File: config.mk
export PLATFORM = sky130hd
export DESIGN_NAME = dmcr_top
export DESIGN_NICKNAME = d
export VERILOG_FILES = /design/src/verilog/dmcr_pkg.sv /design/src/verilog/dmcr_top.sv
export SDC_FILE = /design/constraint.sdc
export NUM_CORES = 1
export LEC_CHECK = 0
export ABC_AREA = 1
export BUFFER_PORTS_ARGS = -buffer_cell sky130_fd_sc_hd__buf_2
export CAP_MARGIN = 10
export CORE_ASPECT_RATIO = 1.25
export CORE_MARGIN = 1.5
export CORE_UTILIZATION = 56
export CTS_CLUSTER_SIZE = 24
export DETAILED_ROUTE_END_ITERATION = 8
export GPL_TIMING_DRIVEN = 1
export PLACE_DENSITY_LB_ADDON = 0.1
export SYNTH_ARGS = -nofsm -noshare
export SYNTH_HDL_FRONTEND = slang
export SYNTH_SLANG_ARGS = --single-unit
File: constraint.sdc
create_clock -name CLOCK_I -period 4.1 [get_ports CLOCK_I]
set_input_delay 0.205 -clock CLOCK_I [delete_from_list [all_inputs] [get_ports CLOCK_I]]
set_output_delay 0.205 -clock CLOCK_I [all_outputs]
set_load 0.02 [all_outputs]
File: src/verilog/dmcr_pkg.sv
// constants for the dac mode-control register bank
// assumes a 16-bit serial control word, msb first
package dmcr_pkg;

	// -----------------------------------------------
	// register indexes
	// -----------------------------------------------
	localparam logic [6:0] IDX_FMT      = 7'h09;
	localparam logic [6:0] IDX_DEEMPH   = 7'h0a;
	localparam logic [6:0] IDX_READBACK = 7'h0b;
	localparam logic [6:0] IDX_MODGPIO  = 7'h0c;
	localparam logic [6:0] IDX_FIRST    = 7'h01;

	// -----------------------------------------------
	// control word layout
	// -----------------------------------------------
	localparam int         RW_BIT    = 15;
	localparam int         IDX_HI    = 14;
	localparam int         IDX_LO    = 8;
	localparam int         RW_IN_HDR = 6;
	localparam logic [3:0] CNT_HDR   = 4'h7;
	localparam logic [3:0] CNT_LAST  = 4'hf;

	// -----------------------------------------------
	// reset values and writable masks
	// -----------------------------------------------
	localparam logic [7:0] RST_FMT      = 8'h00;
	localparam logic [7:0] RST_DEEMPH   = 8'h00;
	localparam logic [7:0] RST_READBACK = 8'h01;
	localparam logic [7:0] RST_MODGPIO  = 8'h00;
	localparam logic [7:0] MSK_FMT      = 8'h3f;
	localparam logic [7:0] MSK_DEEMPH   = 8'h7f;
	localparam logic [7:0] MSK_FULL     = 8'hff;
	localparam logic [7:0] RD_NONE      = 8'h00;

	// -----------------------------------------------
	// field positions
	// -----------------------------------------------
	localparam int FLT_POS  = 5;
	localparam int SYSCLK_OUT_HALF_RATE_POS = 4;
	localparam int SYSCLK_OUT_ENABLE_POS = 3;
	localparam int FMT_HI   = 2;
	localparam int FMT_LO   = 0;
	localparam int FLAG_POLARITY_POS = 6;
	localparam int PHASE_INVERT_POS = 5;
	localparam int DMF_HI   = 4;
	localparam int DMF_LO   = 3;
	localparam int DMC_HI   = 2;
	localparam int DMC_LO   = 0;
	localparam int INC_POS  = 7;
	localparam int REG_HI   = 6;
	localparam int REG_LO   = 0;
	localparam int OVER_POS = 7;
	localparam int USER_OUTPUT_ENABLE_POS = 6;
	localparam int GPO_HI   = 5;
	localparam int GPO_LO   = 0;

	// -----------------------------------------------
	// zero detect and oversampling
	// -----------------------------------------------
	localparam int          ZCNT_W     = 11;
	localparam logic [10:0] ZERO_LIMIT = 11'h400;
	localparam logic [7:0]  OSR_32     = 8'h20;
	localparam logic [7:0]  OSR_64     = 8'h40;
	localparam logic [7:0]  OSR_128    = 8'h80;

endpackage

File: src/verilog/dmcr_top.sv
// mode-control registers of an eight-channel dac
// serial control port inputs are synchronous to CLOCK_I,
// sampled once per clock; one tick per audio sample period
// Notes on behaviour
// - clock output runs while enable bit is 0, held low when 1
// - enabled clock output is full or half rate per select bit
// - three-bit layout field picks audio format, 110/111 reserved
// - flag polarity 0 gives high flags on zero, 1 gives low
// - phase invert bit 1 inverts output polarity, 0 normal
// - de-emphasis rate: 00 44.1k, 01 48k, 10 32k, 11 reserved
// - any of three de-emphasis bits set enables it everywhere
// - sequential read bit enables auto-increment reads when 1
// - read index field names register for a single read
// - auto-increment read stops after register named by index
// - high clock ratios: rate bit picks 64x or 128x
// - 128 or 192 clock ratio: rate bit picks 32x or 64x
// - user enable 0: six shared pins carry channel flags 1..6
// - user enable 1: shared pins drive user bits, reset 0
// - word msb 0 requests write, 1 requests read
// - channel zero after 1024 consecutive zero sample periods
// - combined flag only when all eight channels are zero
// - half-rate bit 0 passes input clock, 1 halves it
module dmcr_top (
	input  wire logic       CLOCK_I,
	input  wire logic       RESETN_I,
	input  wire logic       CTRL_SEL_N_I,
	input  wire logic       CTRL_CLK_I,
	input  wire logic       CTRL_DIN_I,
	output logic            CTRL_DOUT_O,
	output logic            CTRL_DOUT_OE_O,
	input  wire logic       SAMPLE_TICK_I,
	input  wire logic [7:0] CH_DATA_ZERO_I,
	input  wire logic       CLK_RATIO_LOW_I,
	output logic            SYSCLK_OUT_O,
	output logic [2:0]      AUDIO_WORD_LAYOUT_O,
	output logic            FILTER_SLOW_O,
	output logic            PHASE_INVERT_O,
	output logic [1:0]      DEEMPH_RATE_SELECT_O,
	output logic            DEEMPH_ENABLE_O,
	output logic [7:0]      OVERSAMPLE_RATIO_O,
	output logic [5:0]      SHARED_PIN_O,
	output logic [1:0]      SILENCE_FLAG_HI_O,
	output logic            SILENCE_FLAG_ALL_O
);

	// -----------------------------------------------
	// serial control port
	// -----------------------------------------------
	logic        mc_prev_ff;
	logic [15:0] shift_ff;
	logic [3:0]  bit_cnt_ff;
	logic        mc_rise;
	logic [15:0] word;
	logic        wr_commit;
	logic        rd_start;

	always_ff @(posedge CLOCK_I or negedge RESETN_I) begin
		if (!RESETN_I)
			mc_prev_ff <= 1'b0;
		else
			mc_prev_ff <= CTRL_CLK_I;
	end

	assign mc_rise = CTRL_CLK_I & ~mc_prev_ff & ~CTRL_SEL_N_I;
	assign word    = {shift_ff[14:0], CTRL_DIN_I};

	always_ff @(posedge CLOCK_I or negedge RESETN_I) begin
		if (!RESETN_I)
			shift_ff <= 16'h0000;
		else if (mc_rise)
			shift_ff <= word;
	end

	// a dropped select aborts a partial word
	always_ff @(posedge CLOCK_I or negedge RESETN_I) begin
		if (!RESETN_I)
			bit_cnt_ff <= 4'h0;
		else if (CTRL_SEL_N_I)
			bit_cnt_ff <= 4'h0;
		else if (mc_rise)
			bit_cnt_ff <= bit_cnt_ff + 4'h1;
	end

	assign wr_commit = mc_rise && (bit_cnt_ff == dmcr_pkg::CNT_LAST)
		&& !word[dmcr_pkg::RW_BIT];
	assign rd_start  = mc_rise && (bit_cnt_ff == dmcr_pkg::CNT_HDR)
		&& shift_ff[dmcr_pkg::RW_IN_HDR];

	// -----------------------------------------------
	// registers
	// -----------------------------------------------
	logic [7:0] fmt_ff;
	logic [7:0] deemph_ff;
	logic [7:0] readback_ff;
	logic [7:0] modgpio_ff;
	logic [6:0] wr_idx;

	assign wr_idx = word[dmcr_pkg::IDX_HI:dmcr_pkg::IDX_LO];

	// reserved bits are masked so they always read zero
	always_ff @(posedge CLOCK_I or negedge RESETN_I) begin
		if (!RESETN_I)
			fmt_ff <= dmcr_pkg::RST_FMT;
		else if (wr_commit && wr_idx == dmcr_pkg::IDX_FMT)
			fmt_ff <= word[7:0] & dmcr_pkg::MSK_FMT;
	end

	always_ff @(posedge CLOCK_I or negedge RESETN_I) begin
		if (!RESETN_I)
			deemph_ff <= dmcr_pkg::RST_DEEMPH;
		else if (wr_commit && wr_idx == dmcr_pkg::IDX_DEEMPH)
			deemph_ff <= word[7:0] & dmcr_pkg::MSK_DEEMPH;
	end

	always_ff @(posedge CLOCK_I or negedge RESETN_I) begin
		if (!RESETN_I)
			readback_ff <= dmcr_pkg::RST_READBACK;
		else if (wr_commit && wr_idx == dmcr_pkg::IDX_READBACK)
			readback_ff <= word[7:0] & dmcr_pkg::MSK_FULL;
	end

	always_ff @(posedge CLOCK_I or negedge RESETN_I) begin
		if (!RESETN_I)
			modgpio_ff <= dmcr_pkg::RST_MODGPIO;
		else if (wr_commit && wr_idx == dmcr_pkg::IDX_MODGPIO)
			modgpio_ff <= word[7:0] & dmcr_pkg::MSK_FULL;
	end

	logic       sysclk_out_enable;
	logic       sysclk_out_half_rate;
	logic       flag_polarity;
	logic       inc;
	logic [6:0] read_index;
	logic       over;
	logic       user_output_enable;
	logic [5:0] gpo;

	assign sysclk_out_enable       = fmt_ff[dmcr_pkg::SYSCLK_OUT_ENABLE_POS];
	assign sysclk_out_half_rate       = fmt_ff[dmcr_pkg::SYSCLK_OUT_HALF_RATE_POS];
	assign flag_polarity       = deemph_ff[dmcr_pkg::FLAG_POLARITY_POS];
	assign inc        = readback_ff[dmcr_pkg::INC_POS];
	assign read_index = readback_ff[dmcr_pkg::REG_HI:dmcr_pkg::REG_LO];
	assign over       = modgpio_ff[dmcr_pkg::OVER_POS];
	assign user_output_enable       = modgpio_ff[dmcr_pkg::USER_OUTPUT_ENABLE_POS];
	assign gpo        = modgpio_ff[dmcr_pkg::GPO_HI:dmcr_pkg::GPO_LO];

	// -----------------------------------------------
	// read-back
	// -----------------------------------------------
	logic [6:0] rd_ptr_ff;
	logic       rd_done_ff;
	logic [7:0] tx_ff;
	logic       oe_ff;
	logic [6:0] rd_sel;
	logic       rd_active;
	logic [7:0] rd_data;

	// other indexes live outside this bank and read as zero
	always_comb begin
		unique case (rd_sel)
			dmcr_pkg::IDX_FMT:      rd_data = fmt_ff;
			dmcr_pkg::IDX_DEEMPH:   rd_data = deemph_ff;
			dmcr_pkg::IDX_READBACK: rd_data = readback_ff;
			dmcr_pkg::IDX_MODGPIO:  rd_data = modgpio_ff;
			default:                rd_data = dmcr_pkg::RD_NONE;
		endcase
	end

	assign rd_sel    = inc ? rd_ptr_ff : read_index;
	assign rd_active = rd_start && !(inc && rd_done_ff);

	// with inc set, each read word in one frame returns the next register
	always_ff @(posedge CLOCK_I or negedge RESETN_I) begin
		if (!RESETN_I)
			rd_ptr_ff <= dmcr_pkg::IDX_FIRST;
		else if (CTRL_SEL_N_I)
			rd_ptr_ff <= dmcr_pkg::IDX_FIRST;
		else if (rd_active && inc)
			rd_ptr_ff <= rd_ptr_ff + 7'h01;
	end

	// >= also ends a sequence whose last index is below the first
	always_ff @(posedge CLOCK_I or negedge RESETN_I) begin
		if (!RESETN_I)
			rd_done_ff <= 1'b0;
		else if (CTRL_SEL_N_I)
			rd_done_ff <= 1'b0;
		else if (rd_active && inc && rd_ptr_ff >= read_index)
			rd_done_ff <= 1'b1;
	end

	always_ff @(posedge CLOCK_I or negedge RESETN_I) begin
		if (!RESETN_I)
			tx_ff <= 8'h00;
		else if (rd_active)
			tx_ff <= rd_data;
		else if (mc_rise)
			tx_ff <= {tx_ff[6:0], 1'b0};
	end

	always_ff @(posedge CLOCK_I or negedge RESETN_I) begin
		if (!RESETN_I)
			oe_ff <= 1'b0;
		else if (CTRL_SEL_N_I)
			oe_ff <= 1'b0;
		else if (rd_active)
			oe_ff <= 1'b1;
		else if (mc_rise && bit_cnt_ff == dmcr_pkg::CNT_LAST)
			oe_ff <= 1'b0;
	end

	assign CTRL_DOUT_O    = tx_ff[7];
	assign CTRL_DOUT_OE_O = oe_ff;

	// -----------------------------------------------
	// system clock output
	// -----------------------------------------------
	logic div_ff;

	always_ff @(posedge CLOCK_I or negedge RESETN_I) begin
		if (!RESETN_I)
			div_ff <= 1'b0;
		else
			div_ff <= ~div_ff;
	end

	// full rate passes the clock itself; a gated clock, kept
	// out of any logic inside the block
	assign SYSCLK_OUT_O = !sysclk_out_enable && (sysclk_out_half_rate ? div_ff : CLOCK_I);

	// -----------------------------------------------
	// mode outputs
	// -----------------------------------------------
	assign AUDIO_WORD_LAYOUT_O  =
		fmt_ff[dmcr_pkg::FMT_HI:dmcr_pkg::FMT_LO];
	assign FILTER_SLOW_O        = fmt_ff[dmcr_pkg::FLT_POS];
	assign PHASE_INVERT_O       = deemph_ff[dmcr_pkg::PHASE_INVERT_POS];
	assign DEEMPH_RATE_SELECT_O =
		deemph_ff[dmcr_pkg::DMF_HI:dmcr_pkg::DMF_LO];
	assign DEEMPH_ENABLE_O      =
		|deemph_ff[dmcr_pkg::DMC_HI:dmcr_pkg::DMC_LO];

	// low ratios run the modulator one octave slower
	always_comb begin
		if (CLK_RATIO_LOW_I)
			OVERSAMPLE_RATIO_O = over ? dmcr_pkg::OSR_64
				: dmcr_pkg::OSR_32;
		else
			OVERSAMPLE_RATIO_O = over ? dmcr_pkg::OSR_128
				: dmcr_pkg::OSR_64;
	end

	// -----------------------------------------------
	// zero detect and flags
	// -----------------------------------------------
	logic [dmcr_pkg::ZCNT_W-1:0] zcnt_ff [8];
	logic [7:0]                  det;
	logic [7:0]                  flag;

	for (genvar ch = 0; ch < 8; ch++) begin : g_zero
		always_ff @(posedge CLOCK_I or negedge RESETN_I) begin
			if (!RESETN_I)
				zcnt_ff[ch] <= '0;
			else if (SAMPLE_TICK_I && !CH_DATA_ZERO_I[ch])
				zcnt_ff[ch] <= '0;
			else if (SAMPLE_TICK_I && !det[ch])
				zcnt_ff[ch] <= zcnt_ff[ch] + 11'h001;
		end
		assign det[ch] = (zcnt_ff[ch] == dmcr_pkg::ZERO_LIMIT);
	end

	assign flag               = det ^ {8{flag_polarity}};
	assign SILENCE_FLAG_HI_O  = flag[7:6];
	assign SILENCE_FLAG_ALL_O = (&det) ^ flag_polarity;
	assign SHARED_PIN_O       = user_output_enable ? gpo : flag[5:0];
endmodule
==> results of run 1 <==
metrics by stage:
stage               instance area, um2  utilization (%)
floorplan                         9190                -
global placement                  9450             58.6
detailed placement                9450             58.6
CTS                              10200             63.0
global route                     10200             63.0
finish                           10200             63.0
metal layers:
layer,part of all wire (%),wire (um),vias to the layer above
li1,-,-,3940
met1,44,8880,3613
met2,51,10300,142
met3,3.7,752,21
met4,1.5,313,0
met5,0,0,-
cell type report:
| type | instances | share of cell area [%] |
|---|---|---|
| Clock buffer | 23 | 5.14 |
| Clock inverter | 12 | 1.46 |
| Inverter | 132 | 4.92 |
| Multi-Input combinational cell | 858 | 45.2 |
| Sequential cell | 155 | 38.2 |
| Tap cell | 216 | 2.66 |
| Timing Repair Buffer | 43 | 2.47 |
state kept, by name, indices dropped and copies added (netlist names), 4 cells and up:
name,count
tx_ff,8
shift_ff,15
readback_ff,8
modgpio_ff,8
bit_cnt_ff,4
zcnt_ff,88
rd_ptr_ff,7
fmt_ff,6
deemph_ff,7
synth_stat cells, types with 11 or more instances:
| cell | count |
|---|---|
| nor4_1 | 11 |
| xor2_1 | 41 |
| nand3_1 | 101 |
| o31ai_1 | 13 |
| nor2_1 | 85 |
| o21ai_1 | 37 |
| ha_1 | 27 |
| buf_4 | 14 |
| nor3_1 | 43 |
| nor2_4 | 17 |
| a21oi_1 | 32 |
| o21ai_0 | 63 |
| nor2_2 | 15 |
| dfrtp_1 | 153 |
| inv_1 | 117 |
| nand4_1 | 41 |
| nand2_1 | 280 |
| inv_2 | 12 |
kinds of logic (layout without fill, tap and decap cells):
kind of cell	Yosys count	after routing
and+or+nand+nor	615	615
AOI/OAI and AO/OA	163	163
buffers and inverters	163	210
DFF	155	155
xor gates and xnor gates	48	48
adders and majority gates	27	27
other	1	5
power breakdown:
part	switching, mW	internal, mW	total (mW)
combinational	0.292	0.119	0.411
clock	0.659	1.10	1.76
sequential	0.0803	1.62	1.70
total	1.03	2.84	3.87
final timing paths:
path / depth (start not counted) / end / start
worst max-delay path: 5 / SYSCLK_OUT_O / CLOCK_I
worst min-delay path: 3 / zcnt_ff[28] / CH_DATA_ZERO_I[5]
worst max register to register: 8 / deemph_ff[5] / mc_prev_ff
worst min register to register: 1 / div_ff / div_ff
max in group asynchronous: 3 / zcnt_ff[16] / RESETN_I
min in group asynchronous: 2 / zcnt_ff[26] / RESETN_I
critical path: stages:
cell and delay (ps):
clkbuf_16 120, clkbuf_16 130, nor2_1 80, a211oi_1 50
buf_2 160
==> impl_metrics.py, run 1 <==
metrics = {
    "status": {
        "status": "finished clean",
    },
    "floorplanning": {
        "num_io_pins": 43,
        "initial_core_util_pct": 56.9,
        "rows": 52,
        "dieWidth_um": 118,
        "die_area_um2": 17200,
        "chipHeight_um": 146,
        "core_area_um2": 16100,
    },
    "clocking": {
        "cts_tree": "done",
        "clk_pin_slew_ps": 60,
        "cts_resized": 0,
        "cts_hold_buf": 5,
        "cts_setup_buffers": 0,
        "worstSkewPairLatency_ps": 530,
    },
    "synth": {
        "synthSimpleGateAreaFrac_pct": 31.7,
        "yosysTopAreaCellShare_pct": 41.7,
        "synth_top_family_by_area": "simple AND/OR/NAND/NOR gates",
        "synth-compound-area-share_pct": 9.91,
        "synthCells": 1172,
        "yosysUniqueCellTypes": 42,
        "ys_top_cells_by_area": "dfrtp_1 42%, nand2_1 11%, nand3_1 5.5%",
        "syn-mean-instance-area_um2": 7.83,
        "synth_xor_area_share_pct": 4.58,
        "ys_seq_area_share_pct": 42.3,
        "synth_mux_area_share_pct": 0,
        "yosys_warnings": 0,
        "synth-seq-cells": 155,
        "synth_area_um2": 9180,
        "async_flop_share_pct": 100,
        "synth_area_leader_cell": "dfrtp_1",
        "synthFlopType": "dfrtp_1",
        "synth_edf_count": 0,
        "synthAdderAreaFrac_pct": 3.68,
    },
    "placement": {
        "place_hpwl_mm": 14.5,
        "gp_congestion": 0.866,
        "dp_cells": 1400,
        "io_buffers": 37,
        "dpl_worst_slack_ps": 1580,
    },
    "hold_path": {
        "hp-class": "input port to flip-flop",
    },
    "finish": {
        "multiInputGateArea_um2": 4590,
        "area_growth_pct": 10.8,
        "final_cells": 1439,
        "nets": 1253,
        "final_common_cell": "nand2_1",
        "final_cell_mix": "280 x nand2_1, 153 x dfrtp_1, 117 x inv_1",
        "drive_gt1_share_pct": 12.2,
        "antennaDiodeCount": 0,
        "ff_latch_area_um2": 3880,
        "nFillCells": 1477,
    },
    "timing": {
        "worst_slack_ps": 1310,
        "timing.hold.ws_ps": 18.4,
        "final-setup-viol-count": 0,
        "rsz0062_at_grt": "false",
        "tightest_slew_ps": 981,
        "maxSlewHeadroom_pct": 34.6,
        "report.final.hold_viol_count": 0,
        "report.final.slew_viol_count": 0,
        "fin_skew_ps": 7.15,
        "finalSetupTns_ps": 0,
    },
    "grt": {
        "grt_pass1_vias": 7269,
        "grtUsageTotal_pct": 24.8,
        "grt.busiest_layer": "met2",
        "antenna_found_initial": 0,
        "grtUsageMet3_pct": 5.78,
        "grt_pass1_wl_mm": 34.3,
        "grt_max_degree": 110,
        "use_met1_pct": 29.4,
        "use_met2_pct": 44.3,
        "gr-total-overflow": 0,
    },
    "drt": {
        "ant_nets": 0,
        "drt_iter0_markers": 430,
        "vias": 7716,
        "viasPerCell": 5.36,
        "routed_wl_mm": 20.3,
        "wl_per_cell_um": 14.1,
        "first_pass_iters": 7,
        "drc_errors": 0,
    },
    "pwr": {
        "powerDensity_nw_per_um2": 380,
        "ir_drop_uv": 289,
        "p_leak_nw": 4.43,
        "totalPowerFinal_mw": 3.87,
    },
    "worst_setup_path": {
        "cp_data_arrival_time_ps": 2580,
        "path_max_fanout": 2,
        "critPathRequiredTime_ps": 3890,
        "path_class": "clock port to output port",
        "cp-start-kind": "clock port",
        "reg2reg_slack_ps": 1730,
        "crit_path_end_kind": "output port",
    },
    "flow_run": {
        "max_cap_violations": 0,
    },
}
Note: power is estimated with default switching activity, not from simulation.
==> inputs of run 2 (changes only) <==
--- a/config.mk
+++ b/config.mk
@@ -5,7 +5,7 @@
 export SDC_FILE = /design/constraint.sdc
 export NUM_CORES = 1
 export LEC_CHECK = 0
-export ABC_AREA = 1
+export ABC_AREA = 0
 export BUFFER_PORTS_ARGS = -buffer_cell sky130_fd_sc_hd__buf_2
 export CAP_MARGIN = 10
 export CORE_ASPECT_RATIO = 1.25
==> constraint.sdc (replaced) <==
create_clock -name CLOCK_I -period 2.35 [get_ports CLOCK_I]
set_input_delay 0.1175 -clock CLOCK_I [delete_from_list [all_inputs] [get_ports CLOCK_I]]
set_output_delay 0.1175 -clock CLOCK_I [all_outputs]
set_load 0.02 [all_outputs]
==> impl_metrics.py, run 2 <==
metrics = {
    "drt": {
        "routed_wl_mm": 19.8,
        "viasPerCell": 5.79,
        "wl_per_cell_um": 17.1,
        "drc_errors": 0,
        "ant_nets": 0,
        "drt_iter0_markers": 456,
        "first_pass_iters": 6,
        "vias": 6716,
    },
    "placement": {
        "io_buffers": 37,
        "gp_congestion": 0.894,
        "dpl-instance-area_um2": 8690,
        "place_hpwl_mm": 13.4,
    },
    "synth": {
        "synth_area_leader_cell": "dfrtp_1",
        "synth_mux_area_share_pct": 5.83,
        "ys_seq_area_share_pct": 47.0,
        "synthCells": 867,
        "yosysTopAreaCellShare_pct": 46.3,
        "synth_edf_count": 0,
        "synthSimpleGateAreaFrac_pct": 24.6,
        "synth-seq-cells": 155,
        "yosys_warnings": 0,
        "synth-compound-area-share_pct": 6.75,
        "post-synth-top-count-cell": "dfrtp_1",
        "synth_top_family_by_area": "simple AND/OR/NAND/NOR gates",
        "yosysUniqueCellTypes": 57,
        "synth_xor_area_share_pct": 7.53,
        "synth_area_um2": 8260,
        "synthTopCellsByCount": "153 x dfrtp_1, 133 x nand2_1, 99 x nor2_1",
        "ys_top_cells_by_area": "dfrtp_1 46%, nand2_1 6.0%, xor2_1 5.9%",
        "async_flop_share_pct": 100,
        "synthFlopType": "dfrtp_1",
        "syn-mean-instance-area_um2": 9.53,
        "synthAdderAreaFrac_pct": 4.09,
    },
    "floorplanning": {
        "initial_core_util_pct": 57.4,
        "dieWidth_um": 112,
        "num_io_pins": 43,
        "die_area_um2": 15500,
        "rows": 49,
        "core_area_um2": 14400,
        "chipHeight_um": 139,
    },
    "clocking": {
        "cts_tree": "done",
        "clk_pin_slew_ps": 70,
        "worstSkewPairLatency_ps": 540,
    },
    "status": {
        "violations": "setup timing",
        "status": "finished with violations",
    },
    "worst_setup_path": {
        "crit_family": "simple AND/OR/NAND/NOR gates",
        "cpMaxStageDelayCell": "dfrtp_1",
        "critPathRequiredTime_ps": 2230,
        "cp_data_arrival_time_ps": 2290,
        "crit_path_end_kind": "output port",
        "cp-startpoint": "zcnt_ff[12]",
        "cp-start-kind": "flip-flop",
        "crit_chain": "inv_2, ha_4, nor4b_4, nand3_2, nor4_4, nand2_2, xnor2_2, buf_4",
        "rr_startpoint": "readback_ff[7]",
        "max_stage_delay_ps": 410,
        "path_buf_inv": 2,
        "path_class": "flip-flop to output port",
        "path_max_fanout": 3,
    },
    "timing": {
        "final-setup-viol-count": 3,
        "rsz0062_at_grt": "true",
        "report.final.hold_viol_count": 0,
        "fin_skew_ps": 8.85,
        "tightest_slew_ps": 734,
        "maxSlewHeadroom_pct": 50.9,
        "fmax_ghz": 0.415,
        "report.final.slew_viol_count": 0,
        "min_period_ps": 2410,
        "fin_crit_sh_pct": 103,
        "worst_slack_ps": -60.0,
    },
    "pwr": {
        "totalPowerFinal_mw": 6.93,
        "ir_drop_uv": 607,
        "p_leak_nw": 4.82,
        "powerDensity_nw_per_um2": 690,
    },
    "finish": {
        "regMostFlops": "zcnt_ff",
        "final_cell_mix": "150 x dfrtp_1, 132 x nand2_1, 99 x nor2_1",
        "largest_reg_flops": 88,
        "final_common_cell": "dfrtp_1",
        "area_growth_pct": 21.6,
        "nets": 1010,
        "drive_gt1_share_pct": 21.5,
        "antennaDiodeCount": 0,
        "design_area_um2": 10000,
        "post-route-util_pct": 69.7,
        "largestRegisters": "zcnt_ff: 88 flops, shift_ff: 15 flops",
    },
    "grt": {
        "grtUsageTotal_pct": 25.8,
        "antenna_found_initial": 0,
        "gr-total-overflow": 0,
        "grt_pass1_vias": 6645,
        "grt_max_degree": 54,
        "grt_pass1_wl_mm": 32.0,
    },
    "flow_run": {
        "max_cap_violations": 0,
    },
    "hold_path": {
        "hp-class": "input port to async pin",
    },
}
==> run 2: cell types whose count changed after synthesis, moves of 17 or more <==
cell / before / now
nor3_1: 43 / 12
nand3_1: 101 / 40
nor2_4: 17 / 0
inv_1: 117 / 36
and3_1: 0 / 17
nand2_1: 280 / 133
nand4_1: 41 / 23
mux2_2: 0 / 33
o21ai_0: 63 / 40
o21ai_1: 37 / 0
==> run 2: stage by stage <==
step	setup WS (ps)	std cells	TNS [ps]	hold slack, ps
after floorplan	381	871	0	-178
after global placement	244	1079	0	83.2
after detailed placement	227	1079	0	87.4
after CTS	-114	1136	-133	88.4
after global routing	-222	1159	-567	101
final	-60.0	1159	-131	86.6
==> run 2: layer usage <==
metal	vias up	wire [um]	global-route usage (%)
li1	3181	-	-
met2	153	10500	44.4
met3	45	650	5.33
met4	0	459	12.1
met5	-	0	0
met1	3337	8210	30.9
==> run 2: timing repair <==
action,4_1_cts,5_1_grt
hold buffers,12,0
pin swaps,14,21
hold endpoints to repair,155,0
setup endpoints to repair,7,8
gates resized for setup,28,36
setup buffers,10,23
==> run 2: path summary, 6_finish.rpt <==
kind | endpoint | slack [ps] | cells past startpoint
setup / recovery | SILENCE_FLAG_ALL_O | -60 | 8
setup reg to reg | tx_ff[2] | 210 | 6
max in group asynchronous | zcnt_ff[25] | 1440 | 3
min in group CLOCK_I | zcnt_ff[45] | 100 | 4
hold reg to reg | div_ff | 430 | 1
hold / removal | zcnt_ff[33] | 90 | 2
==> run 2: power by group <==
part	total (mW)	leakage, nW	internal [mW]	switching, mW
logic	0.712	2.36	0.324	0.388
registers	3.00	2.11	2.81	0.189
clock network	3.22	0.342	2.02	1.20
==> run 2: cells by family after synthesis <==
logic type      count (synthesis)
other cells                     1
compound gates                 93
buf+inv                        69
xor+xnor                       71
simple gates                  407
flops                         155
fa+ha+maj                      27
mux                            44
==> run 2: cell type report <==
type	count	area, um2
sequential	155	3880
inverter	36	135
fill	1072	4360
clock buffer	22	509
multi-input combinational	647	4300
tap	178	223
timing repair buffer	107	796
clock inverter	14	193
==> inputs of run 3 (changes only) <==
--- a/config.mk
+++ b/config.mk
@@ -15,6 +15,7 @@
 export DETAILED_ROUTE_END_ITERATION = 8
 export GPL_TIMING_DRIVEN = 1
 export PLACE_DENSITY_LB_ADDON = 0.1
+export SETUP_SLACK_MARGIN = 0.3
 export SYNTH_ARGS = -nofsm -noshare
 export SYNTH_HDL_FRONTEND = slang
 export SYNTH_SLANG_ARGS = --single-unit
==> impl_metrics.py, run 3 (same netlist as run 2, synthesis figures left out) <==
metrics = {
    "finish": {
        "regMostFlops": "zcnt_ff",
        "antennaDiodeCount": 0,
        "drive_gt1_share_pct": 23.2,
        "area_growth_pct": 23.8,
        "nets": 1025,
        "final_cells": 1174,
        "design_area_um2": 10200,
        "post-route-util_pct": 71.0,
        "largestRegisters": "zcnt_ff: 88 flops, shift_ff: 15 flops",
        "final_common_cell": "dfrtp_1",
        "final_cell_mix": "149 x dfrtp_1, 132 x nand2_1, 99 x nor2_1",
        "largest_reg_flops": 88,
    },
    "drt": {
        "drc_errors": 0,
        "wl_per_cell_um": 17.3,
        "routed_wl_mm": 20.3,
        "ant_nets": 0,
        "drt_iter0_markers": 503,
        "vias": 6826,
        "viasPerCell": 5.81,
        "first_pass_iters": 5,
    },
    "floorplanning": {
        "die_area_um2": 15500,
        "rows": 49,
        "initial_core_util_pct": 57.4,
        "core_area_um2": 14400,
        "num_io_pins": 43,
        "chipHeight_um": 139,
        "dieWidth_um": 112,
    },
    "pwr": {
        "switching_share_pct": 25.9,
        "p_leak_nw": 4.91,
        "switching_power_mw": 1.80,
        "power_frac_clock_pct": 46.5,
        "p_seq_share_pct": 43.1,
        "p_int_mw": 5.16,
        "totalPowerFinal_mw": 6.96,
        "ir_drop_uv": 607,
        "comb_power_share_pct": 10.4,
        "powerDensity_nw_per_um2": 681,
    },
    "grt": {
        "grt.busiest_layer": "met2",
        "use_met1_pct": 31.1,
        "gr-total-overflow": 0,
        "grtUsageMet3_pct": 5.33,
        "grt_pass1_wl_mm": 32.7,
        "grt_pass1_vias": 6812,
        "use_met2_pct": 45.8,
        "antenna_found_initial": 0,
        "grtUsageTotal_pct": 26.2,
        "grt_max_degree": 54,
    },
    "hold_path": {
        "hp-class": "input port to async pin",
    },
    "worst_setup_path": {
        "critPathRequiredTime_ps": 2230,
        "cp-start-kind": "flip-flop",
        "path_max_fanout": 4,
        "crit_path_end_kind": "output port",
        "reg2reg_slack_ps": 350,
        "path_class": "flip-flop to output port",
        "rr_worst_depth": 9,
        "cp_data_arrival_time_ps": 2400,
    },
    "timing": {
        "final-setup-viol-count": 3,
        "fin_crit_sh_pct": 107,
        "fin_skew_ps": 9.10,
        "fmax_ghz": 0.397,
        "worst_slack_ps": -170,
        "min_period_ps": 2520,
        "report.final.hold_viol_count": 0,
        "rsz0062_at_grt": "true",
        "maxSlewHeadroom_pct": 49.9,
        "report.final.slew_viol_count": 0,
        "tightest_slew_ps": 748,
    },
    "placement": {
        "dp_cells": 1079,
        "place_hpwl_mm": 13.4,
        "gp_congestion": 0.894,
        "dpl-instance-area_um2": 8690,
        "io_buffers": 37,
    },
    "clocking": {
        "clk_pin_slew_ps": 70,
        "cts_tree": "done",
        "worstSkewPairLatency_ps": 540,
    },
    "status": {
        "violations": "setup timing",
        "status": "finished with violations",
    },
    "flow_run": {
        "max_cap_violations": 0,
    },
}
-- run 3: what timing repair did --
item,in CTS,in global routing
buffers inserted,25,23
hold endpoints to repair,155,0
gates resized for setup,51,29
setup endpoints to repair,32,52
hold buffers,12,0
pin swaps,22,22
gates cloned,0,0
-- run 3: power groups by stage --
stage	Sequential, mW	Clock, mW	Combinational, mW
3_3_place_gp	3.03	0.0548	0.520
2_1_floorplan	2.99	0.0402	0.384
3_5_place_dp	3.04	0.0548	0.552
4_1_cts	2.99	3.26	0.678
5_1_grt	3.02	3.39	0.810
6_report	3.00	3.24	0.724
-- run 3: final timing paths --
check,from,endpoint
min reg2reg,div_ff,div_ff
max,zcnt_ff[35],SILENCE_FLAG_ALL_O
min in group CLOCK_I,SAMPLE_TICK_I,zcnt_ff[45]
min,RESETN_I,zcnt_ff[33]
max reg2reg,zcnt_ff[12],zcnt_ff[11]
max in group asynchronous,RESETN_I,zcnt_ff[25]
-- run 3: per-stage QoR --
step / setup TNS [ps] / hold slack, ps / setup slack, ps
3_5_place_dp: 0 / 87.4 / 227
5_1_grt: -485 / 102 / -239
2_1_floorplan: 0 / -178 / 381
3_3_place_gp: 0 / 83.2 / 244
6_report: -200 / 85.0 / -170
4_1_cts: -133 / 88.4 / -114
-- run 3: area by class of cell --
class | count | area, um2
well taps | 178 | 223
clock inverters | 14 | 193
flip-flops and latches | 155 | 3890
repair buffers | 122 | 947
multi-input cells | 647 | 4330
inverters | 36 | 135
clock buffers | 22 | 509
fillers | 1049 | 4180
-- run 3: metal layers --
layer	vias to the layer above	part of all wire (%)	wire (um)
met5	-	0	0
met2	167	53	10700
li1	3221	-	-
met4	0	2.6	521
met3	49	3.8	781
met1	3389	41	8300
-- run 3: worst max-delay path, cell delays in order (launching register included) --
cell	delay, ps
dfrtp_1	420
nor4_1	340
nand4_1	180
buf_6	170
nor4_4	250
nand2_1	120
xnor2_2	190
buf_4	180
